`src/verilog/handwheel_follow_pkg.sv`:
```
/*
 package for the handwheel follower: register map, field positions, reset values, states.
 assumes a 25 MHz system clock and a 32-bit AXI4-Lite register bus.
*/
package handwheel_follow_pkg;
	localparam int CNT_W = 32;
	localparam int DIV_W = 48;
	localparam int RAT_W = 16;
	localparam int N_CNT = 8;
	localparam int N_AX  = 4;
	localparam int CSEL_W = 3;
	localparam int ASEL_W = 2;
	localparam int EV_W  = 3;
	localparam int AW    = 8;
	localparam logic [AW-1:0] OFS_CTRL     = 8'h00;
	localparam logic [AW-1:0] OFS_SPEED    = 8'h04;
	localparam logic [AW-1:0] OFS_RATIO    = 8'h08;
	localparam logic [AW-1:0] OFS_STATUS   = 8'h0C;
	localparam logic [AW-1:0] OFS_INT_STAT = 8'h10;
	localparam logic [AW-1:0] OFS_INT_MASK = 8'h14;
	localparam logic [AW-1:0] OFS_WORK0    = 8'h20;
	localparam logic [AW-1:0] OFS_WORK3    = 8'h2C;
	localparam int CTRL_EN   = 0;
	localparam int CTRL_CSEL = 4;
	localparam int CTRL_ASEL = 8;
	localparam int RATIO_DEN = 16;
	localparam int EV_DONE    = 0;
	localparam int EV_BLOCKED = 1;
	localparam int EV_OVERRUN = 2;
	localparam int W_LAST = 0;
	localparam int W_DELTA = 1;
	localparam int W_COUNT = 2;
	localparam int W_LEFT = 3;
	localparam logic [31:0] CTRL_RST  = 32'h0000_0000;
	localparam logic [31:0] SPEED_RST = 32'h0003_0D40;
	localparam logic [31:0] RATIO_RST = 32'h0001_0001;
	localparam logic [31:0] CLK_HZ    = 32'h017D_7840;
	localparam logic [1:0]  RESP_OKAY   = 2'h0;
	localparam logic [1:0]  RESP_SLVERR = 2'h2;
	typedef enum logic [1:0] {ST_IDLE, ST_DIVIDE, ST_EMIT} follow_state_t;
endpackage

```
`src/verilog/scale_div_if.sv`:
```
/*
 interface between the follower engine and its divider.
 assumes the engine holds dividend and divisor stable while the divider runs.
*/
`timescale 1ns/1ps
interface scale_div_if import handwheel_follow_pkg::*; ();
	logic             start;
	logic [DIV_W-1:0] dividend;
	logic [RAT_W-1:0] divisor;
	logic             done;
	logic [DIV_W-1:0] quotient;
	modport req (output start, dividend, divisor, input done, quotient);
	modport srv (input start, dividend, divisor, output done, quotient);
endinterface

```
`src/verilog/handwheel_follow.sv`:
```
/*
 handwheel follower: samples a chosen high-speed counter on each tick, scales the
 movement by numerator/denominator and bursts that many pulses on one axis.
 assumes SAMPLE_TICK_I is a one-cycle pulse from a fixed periodic timer, and that
 counter values and axis ownership are synchronous to SYS_CLK_I.
*/
// The implementer's own choices: the AXI4-Lite register port and the address map.
// Functional notes
// while enabled, each tick reads the selected counter to get input movement
// a tick with no counter movement produces no output pulses
// output count is input count times numerator divided by denominator
// pulses go out at the programmed speed within the same interval
// counter selector is 0 to 7, axis selector is 0 to 3
// an axis owned by another positioning function gets no pulses
// active flag is high exactly while pulses are being emitted
// four working words hold the engine state, used by nothing else
// software sets speed and ramps so a high-ratio burst fits one interval
// the tick must come from a fixed periodic timer
// remainder is dropped, a zero denominator gives no output
`timescale 1ns/1ps
module handwheel_follow import handwheel_follow_pkg::*; (
	input  wire logic                   SYS_CLK_I,
	input  wire logic                   RESETN_I,
	input  wire logic                   SAMPLE_TICK_I,
	input  wire logic [N_CNT*CNT_W-1:0] COUNTER_VALUE_I,
	input  wire logic [N_AX-1:0]        AXIS_OWNED_I,
	output logic      [N_AX-1:0]        PULSE_O,
	output logic      [N_AX-1:0]        DIR_O,
	output logic                        ACTIVE_O,
	output logic                        IRQ_O,
	input  wire logic [AW-1:0]          AWADDR_I,
	input  wire logic                   AWVALID_I,
	output logic                        AWREADY_O,
	input  wire logic [31:0]            WDATA_I,
	input  wire logic [3:0]             WSTRB_I,
	input  wire logic                   WVALID_I,
	output logic                        WREADY_O,
	output logic      [1:0]             BRESP_O,
	output logic                        BVALID_O,
	input  wire logic                   BREADY_I,
	input  wire logic [AW-1:0]          ARADDR_I,
	input  wire logic                   ARVALID_I,
	output logic                        ARREADY_O,
	output logic      [31:0]            RDATA_O,
	output logic      [1:0]             RRESP_O,
	output logic                        RVALID_O,
	input  wire logic                   RREADY_I
);
	logic [31:0]      ctrl_q;
	logic [31:0]      speed_q;
	logic [31:0]      ratio_q;
	logic [EV_W-1:0]  int_stat_q;
	logic [EV_W-1:0]  int_mask_q;
	logic [CNT_W-1:0] work_q [4];
	follow_state_t    state_q;
	logic [AW-1:0]    awaddr_q;
	logic [31:0]      wdata_q;
	logic [3:0]       wstrb_q;
	logic             aw_held_q;
	logic             w_held_q;
	logic [31:0]      phase_q;
	logic [N_AX-1:0]  pulse_q;
	logic [N_AX-1:0]  dir_q;
	logic             dir_neg_q;
	logic             active_q;
	logic             irq_q;
	logic [ASEL_W-1:0] axis_q;
	logic [DIV_W-1:0] dividend_q;
	logic [RAT_W-1:0] divisor_q;
	logic             start_q;

	logic                enable;
	logic [CSEL_W-1:0]   csel;
	logic [ASEL_W-1:0]   asel;
	logic [RAT_W-1:0]    num;
	logic [RAT_W-1:0]    den;
	logic [CNT_W-1:0]    cur;
	logic [CNT_W-1:0]    delta;
	logic [CNT_W-1:0]    mag;
	logic                sample;
	logic                wr_go;
	logic [31:0]         wmask;
	logic [EV_W-1:0]     ev;
	logic [32:0]         phase_sum;
	logic                step;
	logic                owned;
	logic                rd_hit;
	logic [31:0]         rd_val;

	scale_div_if mc ();

	scale_divider u_div (
		.clk_i    (SYS_CLK_I),
		.resetn_i (RESETN_I),
		.div      (mc.srv)
	);

	assign mc.start = start_q;
	assign mc.dividend = dividend_q;
	assign mc.divisor = divisor_q;

	assign enable = ctrl_q[CTRL_EN];
	assign csel = ctrl_q[CTRL_CSEL +: CSEL_W];
	assign asel = ctrl_q[CTRL_ASEL +: ASEL_W];
	assign num = ratio_q[0 +: RAT_W];
	assign den = ratio_q[RATIO_DEN +: RAT_W];
	assign cur = COUNTER_VALUE_I[csel*CNT_W +: CNT_W];
	assign delta = cur - work_q[W_LAST];
	assign mag = delta[CNT_W-1] ? CNT_W'(0) - delta : delta;
	assign sample = SAMPLE_TICK_I && enable;
	assign owned = AXIS_OWNED_I[axis_q];

	assign phase_sum = {1'b0, phase_q} + {1'b0, speed_q};
	assign step = state_q == ST_EMIT && !owned && !pulse_q[axis_q]
		&& phase_sum >= {1'b0, CLK_HZ};

	// events: done, blocked by an owner, divide or burst cut by next tick
	assign ev[EV_DONE] = step && work_q[W_LEFT] == 32'h0000_0001;
	assign ev[EV_BLOCKED] = (state_q == ST_EMIT && owned)
		|| (sample && AXIS_OWNED_I[asel] && delta != '0);
	assign ev[EV_OVERRUN] = sample && state_q != ST_IDLE;

	// sampling, scaling and pulse engine
	always_ff @(posedge SYS_CLK_I or negedge RESETN_I) begin
		if (!RESETN_I) begin
			state_q <= ST_IDLE;
			for (int i = 0; i < 4; i++) begin
				work_q[i] <= '0;
			end
			start_q <= 1'b0;
			dividend_q <= '0;
			divisor_q <= '0;
			axis_q <= '0;
			dir_neg_q <= 1'b0;
			phase_q <= '0;
			pulse_q <= '0;
			dir_q <= '0;
			active_q <= 1'b0;
		end else begin
			start_q <= 1'b0;
			pulse_q <= '0;
			if (SAMPLE_TICK_I) begin
				work_q[W_LAST] <= cur;
			end
			if (sample) begin
				work_q[W_DELTA] <= delta;
				axis_q <= asel;
				dir_neg_q <= delta[CNT_W-1];
				dividend_q <= DIV_W'(mag) * DIV_W'(num);
				divisor_q <= den;
				work_q[W_COUNT] <= '0;
				work_q[W_LEFT] <= '0;
				active_q <= 1'b0;
				if (delta == '0 || AXIS_OWNED_I[asel] || den == '0) begin
					state_q <= ST_IDLE;
				end else begin
					state_q <= ST_DIVIDE;
					start_q <= 1'b1;
				end
			end else begin
				case (state_q)
				ST_IDLE: begin
					active_q <= 1'b0;
				end
				ST_DIVIDE: begin
					// a done left over from an abandoned divide lands with the new start
					if (mc.done && !start_q) begin
						// quotient truncated, remainder dropped
						work_q[W_COUNT] <= mc.quotient[CNT_W-1:0];
						work_q[W_LEFT] <= mc.quotient[CNT_W-1:0];
						phase_q <= '0;
						if (mc.quotient[CNT_W-1:0] != '0 && !owned) begin
							state_q <= ST_EMIT;
							active_q <= 1'b1;
						end else begin
							state_q <= ST_IDLE;
						end
					end
				end
				ST_EMIT: begin
					dir_q[axis_q] <= dir_neg_q;
					if (owned) begin
						state_q <= ST_IDLE;
						active_q <= 1'b0;
					end else if (step) begin
						phase_q <= 32'(phase_sum - {1'b0, CLK_HZ});
						pulse_q[axis_q] <= 1'b1;
						work_q[W_LEFT] <= work_q[W_LEFT] - 32'h0000_0001;
						if (work_q[W_LEFT] == 32'h0000_0001) begin
							state_q <= ST_IDLE;
							active_q <= 1'b0;
						end
					end else begin
						phase_q <= 32'(phase_sum);
					end
				end
				default: begin
					state_q <= ST_IDLE;
					active_q <= 1'b0;
				end
				endcase
			end
		end
	end

	assign PULSE_O = pulse_q;
	assign DIR_O = dir_q;
	assign ACTIVE_O = active_q;
	assign IRQ_O = irq_q;

	// AXI4-Lite write path
	assign wr_go = aw_held_q && w_held_q && !BVALID_O;
	assign wmask = {{8{wstrb_q[3]}}, {8{wstrb_q[2]}}, {8{wstrb_q[1]}}, {8{wstrb_q[0]}}};

	always_ff @(posedge SYS_CLK_I or negedge RESETN_I) begin
		if (!RESETN_I) begin
			AWREADY_O <= 1'b1;
			WREADY_O <= 1'b1;
			aw_held_q <= 1'b0;
			w_held_q <= 1'b0;
			awaddr_q <= '0;
			wdata_q <= '0;
			wstrb_q <= '0;
			BVALID_O <= 1'b0;
			BRESP_O <= RESP_OKAY;
		end else begin
			if (AWVALID_I && AWREADY_O) begin
				awaddr_q <= AWADDR_I;
				aw_held_q <= 1'b1;
				AWREADY_O <= 1'b0;
			end
			if (WVALID_I && WREADY_O) begin
				wdata_q <= WDATA_I;
				wstrb_q <= WSTRB_I;
				w_held_q <= 1'b1;
				WREADY_O <= 1'b0;
			end
			if (wr_go) begin
				aw_held_q <= 1'b0;
				w_held_q <= 1'b0;
				BVALID_O <= 1'b1;
				case (awaddr_q)
				OFS_CTRL, OFS_SPEED, OFS_RATIO, OFS_STATUS, OFS_INT_STAT,
				OFS_INT_MASK: BRESP_O <= RESP_OKAY;
				default: BRESP_O <= RESP_SLVERR;
				endcase
			end
			if (BVALID_O && BREADY_I) begin
				BVALID_O <= 1'b0;
				AWREADY_O <= 1'b1;
				WREADY_O <= 1'b1;
			end
		end
	end

	// configuration registers
	always_ff @(posedge SYS_CLK_I or negedge RESETN_I) begin
		if (!RESETN_I) begin
			ctrl_q <= CTRL_RST;
			speed_q <= SPEED_RST;
			ratio_q <= RATIO_RST;
			int_mask_q <= '0;
		end else if (wr_go) begin
			case (awaddr_q)
			OFS_CTRL: ctrl_q <= (ctrl_q & ~wmask) | (wdata_q & wmask);
			OFS_SPEED: speed_q <= (speed_q & ~wmask) | (wdata_q & wmask);
			OFS_RATIO: ratio_q <= (ratio_q & ~wmask) | (wdata_q & wmask);
			OFS_INT_MASK: int_mask_q <= wdata_q[EV_W-1:0] & wmask[EV_W-1:0];
			default: begin
			end
			endcase
		end
	end

	// sticky status, write one to clear, a new event wins
	always_ff @(posedge SYS_CLK_I or negedge RESETN_I) begin
		if (!RESETN_I) begin
			int_stat_q <= '0;
			irq_q <= 1'b0;
		end else begin
			if (wr_go && awaddr_q == OFS_INT_STAT) begin
				int_stat_q <= (int_stat_q & ~(wdata_q[EV_W-1:0] & wmask[EV_W-1:0])) | ev;
			end else begin
				int_stat_q <= int_stat_q | ev;
			end
			irq_q <= |(int_stat_q & int_mask_q);
		end
	end

	// AXI4-Lite read path
	always_comb begin
		rd_hit = 1'b1;
		rd_val = '0;
		case (ARADDR_I)
		OFS_CTRL: rd_val = ctrl_q;
		OFS_SPEED: rd_val = speed_q;
		OFS_RATIO: rd_val = ratio_q;
		OFS_STATUS: rd_val = {29'h0, state_q == ST_DIVIDE, owned, active_q};
		OFS_INT_STAT: rd_val = {29'h0, int_stat_q};
		OFS_INT_MASK: rd_val = {29'h0, int_mask_q};
		default: begin
			if (ARADDR_I >= OFS_WORK0 && ARADDR_I <= OFS_WORK3 && ARADDR_I[1:0] == 2'h0) begin
				rd_val = work_q[ARADDR_I[3:2]];
			end else begin
				rd_hit = 1'b0;
			end
		end
		endcase
	end

	always_ff @(posedge SYS_CLK_I or negedge RESETN_I) begin
		if (!RESETN_I) begin
			ARREADY_O <= 1'b1;
			RVALID_O <= 1'b0;
			RDATA_O <= '0;
			RRESP_O <= RESP_OKAY;
		end else begin
			if (ARVALID_I && ARREADY_O) begin
				ARREADY_O <= 1'b0;
				RVALID_O <= 1'b1;
				RDATA_O <= rd_val;
				RRESP_O <= rd_hit ? RESP_OKAY : RESP_SLVERR;
			end else if (RVALID_O && RREADY_I) begin
				RVALID_O <= 1'b0;
				ARREADY_O <= 1'b1;
			end
		end
	end
endmodule

```
`src/verilog/scale_divider.sv`:
```
/*
 sequential restoring divider, one quotient bit per clock.
 assumes a nonzero divisor; done pulses DIV_W+1 cycles after start.
*/
`timescale 1ns/1ps
module scale_divider import handwheel_follow_pkg::*; (
	input  wire logic   clk_i,
	input  wire logic   resetn_i,
	scale_div_if.srv    div
);
	logic [RAT_W:0]   rem_q;
	logic [DIV_W-1:0] quo_q;
	logic [7:0]       cnt_q;
	logic             done_q;
	logic [RAT_W:0]   shifted;
	logic             fits;

	assign shifted = {rem_q[RAT_W-1:0], quo_q[DIV_W-1]};
	assign fits = shifted >= {1'b0, div.divisor};
	assign div.done = done_q;
	assign div.quotient = quo_q;

	always_ff @(posedge clk_i or negedge resetn_i) begin
		if (!resetn_i) begin
			rem_q <= '0;
			quo_q <= '0;
			cnt_q <= '0;
			done_q <= 1'b0;
		end else begin
			done_q <= 1'b0;
			if (div.start) begin
				rem_q <= '0;
				quo_q <= div.dividend;
				cnt_q <= 8'(DIV_W);
			end else if (cnt_q != '0) begin
				rem_q <= fits ? shifted - {1'b0, div.divisor} : shifted;
				quo_q <= {quo_q[DIV_W-2:0], fits};
				cnt_q <= cnt_q - 8'h01;
				done_q <= cnt_q == 8'h01;
			end
		end
	end
endmodule

```
`config.mk`:
```
export PLATFORM = sky130hd
export DESIGN_NAME = handwheel_follow
export DESIGN_NICKNAME = d
export VERILOG_FILES = /design/src/verilog/handwheel_follow_pkg.sv /design/src/verilog/scale_div_if.sv /design/src/verilog/handwheel_follow.sv /design/src/verilog/scale_divider.sv
export SDC_FILE = /design/constraint.sdc
export NUM_CORES = 2
export LEC_CHECK = 0
export BUFFER_PORTS_ARGS = -buffer_cell sky130_fd_sc_hd__buf_2
export CAP_MARGIN = 20
export CELL_PAD_IN_SITES_DETAIL_PLACEMENT = 1
export CELL_PAD_IN_SITES_GLOBAL_PLACEMENT = 1
export CORE_ASPECT_RATIO = 0.9
export CORE_UTILIZATION = 35
export DETAILED_ROUTE_END_ITERATION = 12
export HOLD_SLACK_MARGIN = 0.12
export PLACE_DENSITY = 0.74
export SLEW_MARGIN = 30
export SYNTH_ARGS = -nofsm -noshare
export SYNTH_HDL_FRONTEND = slang
export SYNTH_SLANG_ARGS = --single-unit
export TNS_END_PERCENT = 5
```
`constraint.sdc`:
```
create_clock -name SYS_CLK_I -period 11.6 [get_ports SYS_CLK_I]
set_clock_uncertainty 0.1 [all_clocks]
set_input_delay 2.32 -clock SYS_CLK_I [delete_from_list [all_inputs] [get_ports SYS_CLK_I]]
set_output_delay 2.32 -clock SYS_CLK_I [all_outputs]
set_load 0.03 [all_outputs]
```
==> After elaboration in Yosys (flattened, before gate mapping) <==
Index checks and enable logic that the tools add are counted.
{ "totals": {"register_bits": 502, "inputBits": 320} }
{ "classes": {"n_addsub": 7, "n_mul": 1, "magnitude_cmp": 8, "eq_ne": 23, "n_shift": 1, "n_mux": 74, "bitwise_logic": 16, "n_reduce_logical": 63} }
{ "op_table": {"columns": ["cell", "n"], "rows": [
  ["$mux W32", 10],
  ["$shiftx A256 B9 Y32", 1],
  ["$pmux W32 S6", 1],
  ["$and A32 B32 Y32", 4],
  ["$mux W64", 2],
  ["$pmux W32 S2", 2],
  ["$mux W48", 2],
  ["$or A32 B32 Y32", 3],
  ["$bmux W32 S2", 1],
  ["$reduce_bool A32 Y1", 2],
  ["$mul A32 B16 Y48", 1],
  ["$mux W16", 3],
  ["$add A32 B32 Y33", 1],
  ["$ge A33 B25 Y1 const B", 1],
  ["$eq A32 B1 Y1 const B", 1],
  ["$eq A8 B4 Y1 const B", 4],
  ["$eq A8 B5 Y1 const B", 4],
  ["$logic_not A32 Y1", 1],
  ["$not A32 Y32", 1],
  ["$sub A1 B32 Y32 const A", 1],
  ["$sub A32 B1 Y32 const B", 1],
  ["$sub A32 B25 Y32 const B", 1],
  ["$sub A32 B32 Y32", 1],
  ["$mux W1", 31],
  ["43 further kinds", 113]
]} }

==> Logic depth before layout (Yosys ltp) <==
{ "logic_depth": {"depth_word": 10, "ltp_mapped": 43, "depth_no_buf": 39} }

==> By module <==
From an unflattened synthesis, not the netlist that was laid out.
{ "hier_totals": {"cells_unflattened": 4928, "hier_area_um2": 46326.9} }
{ "by_module_without_submodules": {"columns": ["module", "instances", "cells_each", "area_per_inst_um2"], "rows": [
  ["handwheel_follow", 1, 4469, 42020.3],
  ["scale_divider", 1, 459, 4306.6]
]} }

==> Worst setup path after synthesis <==
OpenSTA, ideal clock, no wires.
{ "synth_timing": {"path_kind": "in2reg", "startpoint": "input COUNTER_VALUE_I[224]", "endpoint": "register dividend_q[42]", "setup_ns": 0.135, "t_arrival_ns": 11.981, "t_required_ns": 11.365, "setup_slack_ns": -0.615, "stages": 38, "cell_sequence": "mux4_2 -> mux2i_1 -> ha_1 -> inv_1 -> fa_1 -> a21o_1 -> a31oi_1 -> o21a_1 -> o211ai_1 -> or2_2 -> nand4b_1 -> nor4_2 -> nand2b_1 -> o21ai_0 -> xnor2_1 -> clkbuf_1 -> nand2_1 -> fa_1 -> [... 2 more ...] -> inv_1 -> fa_1 -> fa_1 -> inv_1 -> fa_1 -> inv_1 -> ha_1 -> nand3_1 -> a31o_2 -> nand2_1 -> or4_1 -> a32oi_1 -> a31oi_1 -> o211a_1 -> o41ai_1 -> o21ai_0 -> xnor2_1 -> o21ai_0"} }
{ "synth_between": {"elab_chain_cells": 5} }
{ "synth_rtl": {"columns": ["item", "line", "text"], "rows": [
  ["start, declared", "handwheel_follow.sv:25", "input wire logic [N_CNT*CNT_W-1:0] COUNTER_VALUE_I,"],
  ["$shiftx A256 B9 Y32 *", "handwheel_follow.sv:107", "assign cur = COUNTER_VALUE_I[csel*CNT_W +: CNT_W];"],
  ["$sub A32 B32 Y32 *", "handwheel_follow.sv:108", "assign delta = cur - work_q[W_LAST];"],
  ["$sub A1 B32 Y32", "handwheel_follow.sv:109", "assign mag = delta[CNT_W-1] ? CNT_W'(0) - delta : delta;"],
  ["$mux W32 *", "handwheel_follow.sv:109", null],
  ["$mul A32 B16 Y48 *", "handwheel_follow.sv:149", "dividend_q <= DIV_W'(mag) * DIV_W'(num);"],
  ["end signal, assigned", "handwheel_follow.sv:149", null],
  ["end, declared", "handwheel_follow.sv:68", "logic [DIV_W-1:0] dividend_q;"]
]} }
Mark *: on every way between the ends. The rest lies on a longest branch, timed or not.
A chain may end at the register's enable or synchronous reset.

==> Worst setup path in the final report <==
{ "layout_timing": {"startpoint": "input COUNTER_VALUE_I[104]", "endpoint": "register dividend_q[46]"} }
{ "layout_between": {"elab_chain_cells": 5} }
{ "layout_rtl": {"columns": ["item", "line", "text"], "rows": [
  ["$shiftx A256 B9 Y32 *", "handwheel_follow.sv:107", null],
  ["via cur[8]", "handwheel_follow.sv:77", "logic [CNT_W-1:0] cur;"],
  ["$sub A32 B32 Y32 *", "handwheel_follow.sv:108", null],
  ["$sub A1 B32 Y32", "handwheel_follow.sv:109", null],
  ["$mux W32 *", "handwheel_follow.sv:109", null],
  ["$mul A32 B16 Y48 *", "handwheel_follow.sv:149", null]
]} }
Mark *: on every way through the listed nets, which the timed path passes. The rest lies on a longest branch.

==> results.json <==
{
  "start_util_pct": 35.28,
  "syn_to_final_growth_pct": 21.62,
  "worst_slack_ns": -0.02086,
  "insertion_delay_ns": 0.66,
  "port_buffers": 368,
  "nNetsFinal": 6564,
  "syn_avg_cell_area_um2": 9.353,
  "min_path_type": "reg -> reg",
  "critical_path.max_fanout": 9,
  "finalCritPeriodShare_pct": 100.2,
  "ys_seq_area_share_pct": 27.01,
  "cts_made_buffers": 57,
  "fp.dieH_um": 347.0,
  "antenna_left": 0,
  "syn_inst": 4948,
  "antenna_found_initial": 8,
  "worstPathRequired_ns": 12.04,
  "die_w_um": 385.3,
  "globalplace.congestion": 0.9290,
  "final-setup-viol-count": 2,
  "io_pins": 371,
  "power_w": 0.01294,
  "critPathSlowestCell": "fa_1",
  "status": "complete, but fails checks",
  "via_per_inst": 5.448,
  "seq_area_um2": 12520,
  "drtIter0Drc": 2459,
  "num_vias": 40275,
  "crit_top_cell": "fa_1",
  "ys_seq_elements": 499,
  "ys_warn_count": 0,
  "max_stage_delay_ns": 0.57,
  "p_leak_nw": 26.83,
  "clockBufferDepth": 3,
  "grt_max_degree": 140,
  "powerDensity_nw_per_um2": 230.0,
  "cts_tree": "yes",
  "min_period_ns": 11.62,
  "drive_gt1_share_pct": 25.86,
  "die_area_um2": 133700,
  "cap_violations": 0,
  "multi_input_area_um2": 31510,
  "netlist_area_um2": 46280,
  "ir_worst_vdd_uv": 183.9,
  "overflow": 0,
  "drcViolationCount": 0,
  "fin_area_um2": 56290,
  "wl_per_cell_um": 22.86,
  "track_usage_pct": 25.01,
  "start_kind": "input port",
  "hold_viol": 0,
  "grt_pass1_vias": 43878,
  "slew_viol_final": 0,
  "synth-edff-count": 0,
  "endpoint_kind": "register",
  "row_count": 126,
  "rsz0062_at_grt": "true",
  "postCtsHoldBufs": 0,
  "fillers": 15104,
  "cts_sinks": 499,
  "htree_num_levels": 2,
  "synthArstFlopShare_pct": 100.0,
  "ys.flop_type": "dfrtp_1",
  "crit_type": "in -> reg",
  "hpwl_um": 132200,
  "totalWireLength_um": 169000,
  "critical_path_arrival_ns": 12.06,
  "core_area_um2": 131200,
  "cts_root_buffer": "clkbuf_16",
  "tns_ns": -0.02326,
  "fmax_mhz": 86.05,
  "yosysUniqueCellTypes": 99,
  "worst_slew_pin_slew_ns": 0.9608,
  "clkTransAtPathRegs_ns": 0.06,
  "grt_pass1_wl_um": 261400,
  "dpl_cell_area_um2": 53100,
  "firstDrtPassIters": 7,
  "violations": "setup timing",
  "relSlewSlack_pct": 35.95
}
[cells in the mapped netlist (all sizes together) (16+ instances only)]
| master | count | area [um2] |
|---|---|---|
| ha | 209 | 2615 |
| clkbuf | 214 | 803.3 |
| o211ai | 22 | 175.2 |
| buf | 61 | 307.8 |
| nor2 | 152 | 570.6 |
| o21ai | 324 | 1637 |
| nand2 | 797 | 2992 |
| a21oi | 201 | 1044 |
| a221oi | 36 | 315.3 |
| nor2b | 34 | 212.7 |
| inv | 554 | 2079 |
| mux4 | 99 | 2230 |
| nand3 | 67 | 335.3 |
| a31oi | 28 | 190.2 |
| dfrtp | 488 | 12210 |
| and3 | 21 | 131.4 |
| a211oi | 36 | 285.3 |
| xnor2 | 82 | 718.2 |
| or2 | 19 | 118.9 |
| a22o | 46 | 402.9 |
| or3 | 30 | 192.7 |
| xor2 | 46 | 410.4 |
| fa | 421 | 8428 |
| nor4 | 36 | 231.5 |
| nand4 | 42 | 269.0 |
| mux2 | 172 | 1937 |
| mux2i | 59 | 590.6 |
| a21o | 55 | 412.9 |
| and2 | 228 | 1426 |
| nor3 | 83 | 430.4 |
| o21a | 23 | 172.7 |
| nand2b | 24 | 150.1 |
| o31ai | 16 | 133.9 |
[through the flow]
step	std cells	worst slack [ns]	util, %	hold slack, ns
2_1_floorplan	4949	-0.01872	-	0.3391
3_3_place_gp	7235	-0.9816	40.48	0.3551
3_5_place_dp	7235	-1.217	40.48	0.3590
4_1_cts	7357	-0.06636	42.37	0.3728
5_1_grt	7391	-0.2540	42.91	0.3954
6_report	7393	-0.02086	42.91	0.3689
[layout by cell type (no fill, tap or decap), types with 99 or more instances in the layout]
| cell | instances |
|---|---|
| buf_2 | 367 |
| a21oi_1 | 179 |
| dfrtp_1 | 481 |
| nand2_1 | 792 |
| buf_4 | 477 |
| fa_1 | 405 |
| nor2_1 | 150 |
| mux2_2 | 166 |
| inv_1 | 552 |
| mux4_2 | 99 |
| and2_1 | 224 |
| ha_1 | 192 |
| o21ai_0 | 291 |
[metal layers]
layer | GRT usage [%] | up-vias | part of all wire (%)
met1 | 33.62 | 20977 | 44
met3 | 2.409 | 246 | 4.3
met2 | 42.83 | 948 | 49
met4 | 6.574 | 6 | 2.8
li1 | - | 18098 | -
met5 | 0 | - | 0.021
[kinds of logic after synthesis]
family	synth area share (%)
other	0.008103
XOR/XNOR	2.439
flip-flops	27.01
AND/OR/NAND/NOR	16.24
multiplexers	10.28
adder cells (fa/ha/maj)	23.86
buffers and inverters	6.902
AO/OA/AOI/OAI	13.26
[final timing paths]
path	start	end	slack (ns)	cells after the start
setup / recovery	COUNTER_VALUE_I[104]	dividend_q[46]$_DFFE_PN0P_	-0.02	41
hold / removal	dividend_q[0]$_DFFE_PN0P_	dividend_q[0]$_DFFE_PN0P_	0.37	2
setup reg to reg	register	dividend_q[46]$_DFFE_PN0P_	0.87	40
hold reg to reg	dividend_q[0]$_DFFE_PN0P_	dividend_q[0]$_DFFE_PN0P_	0.37	2
max in group asynchronous	RESETN_I	mc.start$_DFF_PN0_	7.79	3
min in group asynchronous	RESETN_I	u_div.rem_q[8]$_DFFE_PN0P_	1.60	1
[critical path: cells and delay by family]
family / cells / cell delay, ns
compound gates: 12 / 2.26
buf+inv: 10 / 1.20
mux: 2 / 0.82
fa+ha+maj: 8 / 3.74
simple gates: 7 / 1.10
xor+xnor: 2 / 0.58
[power breakdown]
group / internal, W / switching (W) / total (W)
logic: 0.00368 / 0.00460 / 0.00828
registers: 0.00221 / 0.000574 / 0.00278
clock network: 0.00107 / 0.000812 / 0.00188
[cell type report]
cell class / count / area share [%]
multi-input cells: 3620 / 55.98
flip-flops and latches: 499 / 22.24
repair buffers: 881 / 10.78
well taps: 1728 / 3.841
inverters: 555 / 3.701
clock buffers: 77 / 2.916
clock inverters: 30 / 0.5357
diodes: 3 / 0.01334
[repair_timing]
item                                    in CTS  in global routing
cloned                                       1                  0
buffers inserted                            14                 31
endpoints found under the hold margin        0                  0
resized for setup                           72                 87
endpoints found under the setup margin      20                 22
pin swaps                                   35                 86
Power figures use the tool's default switching activity.
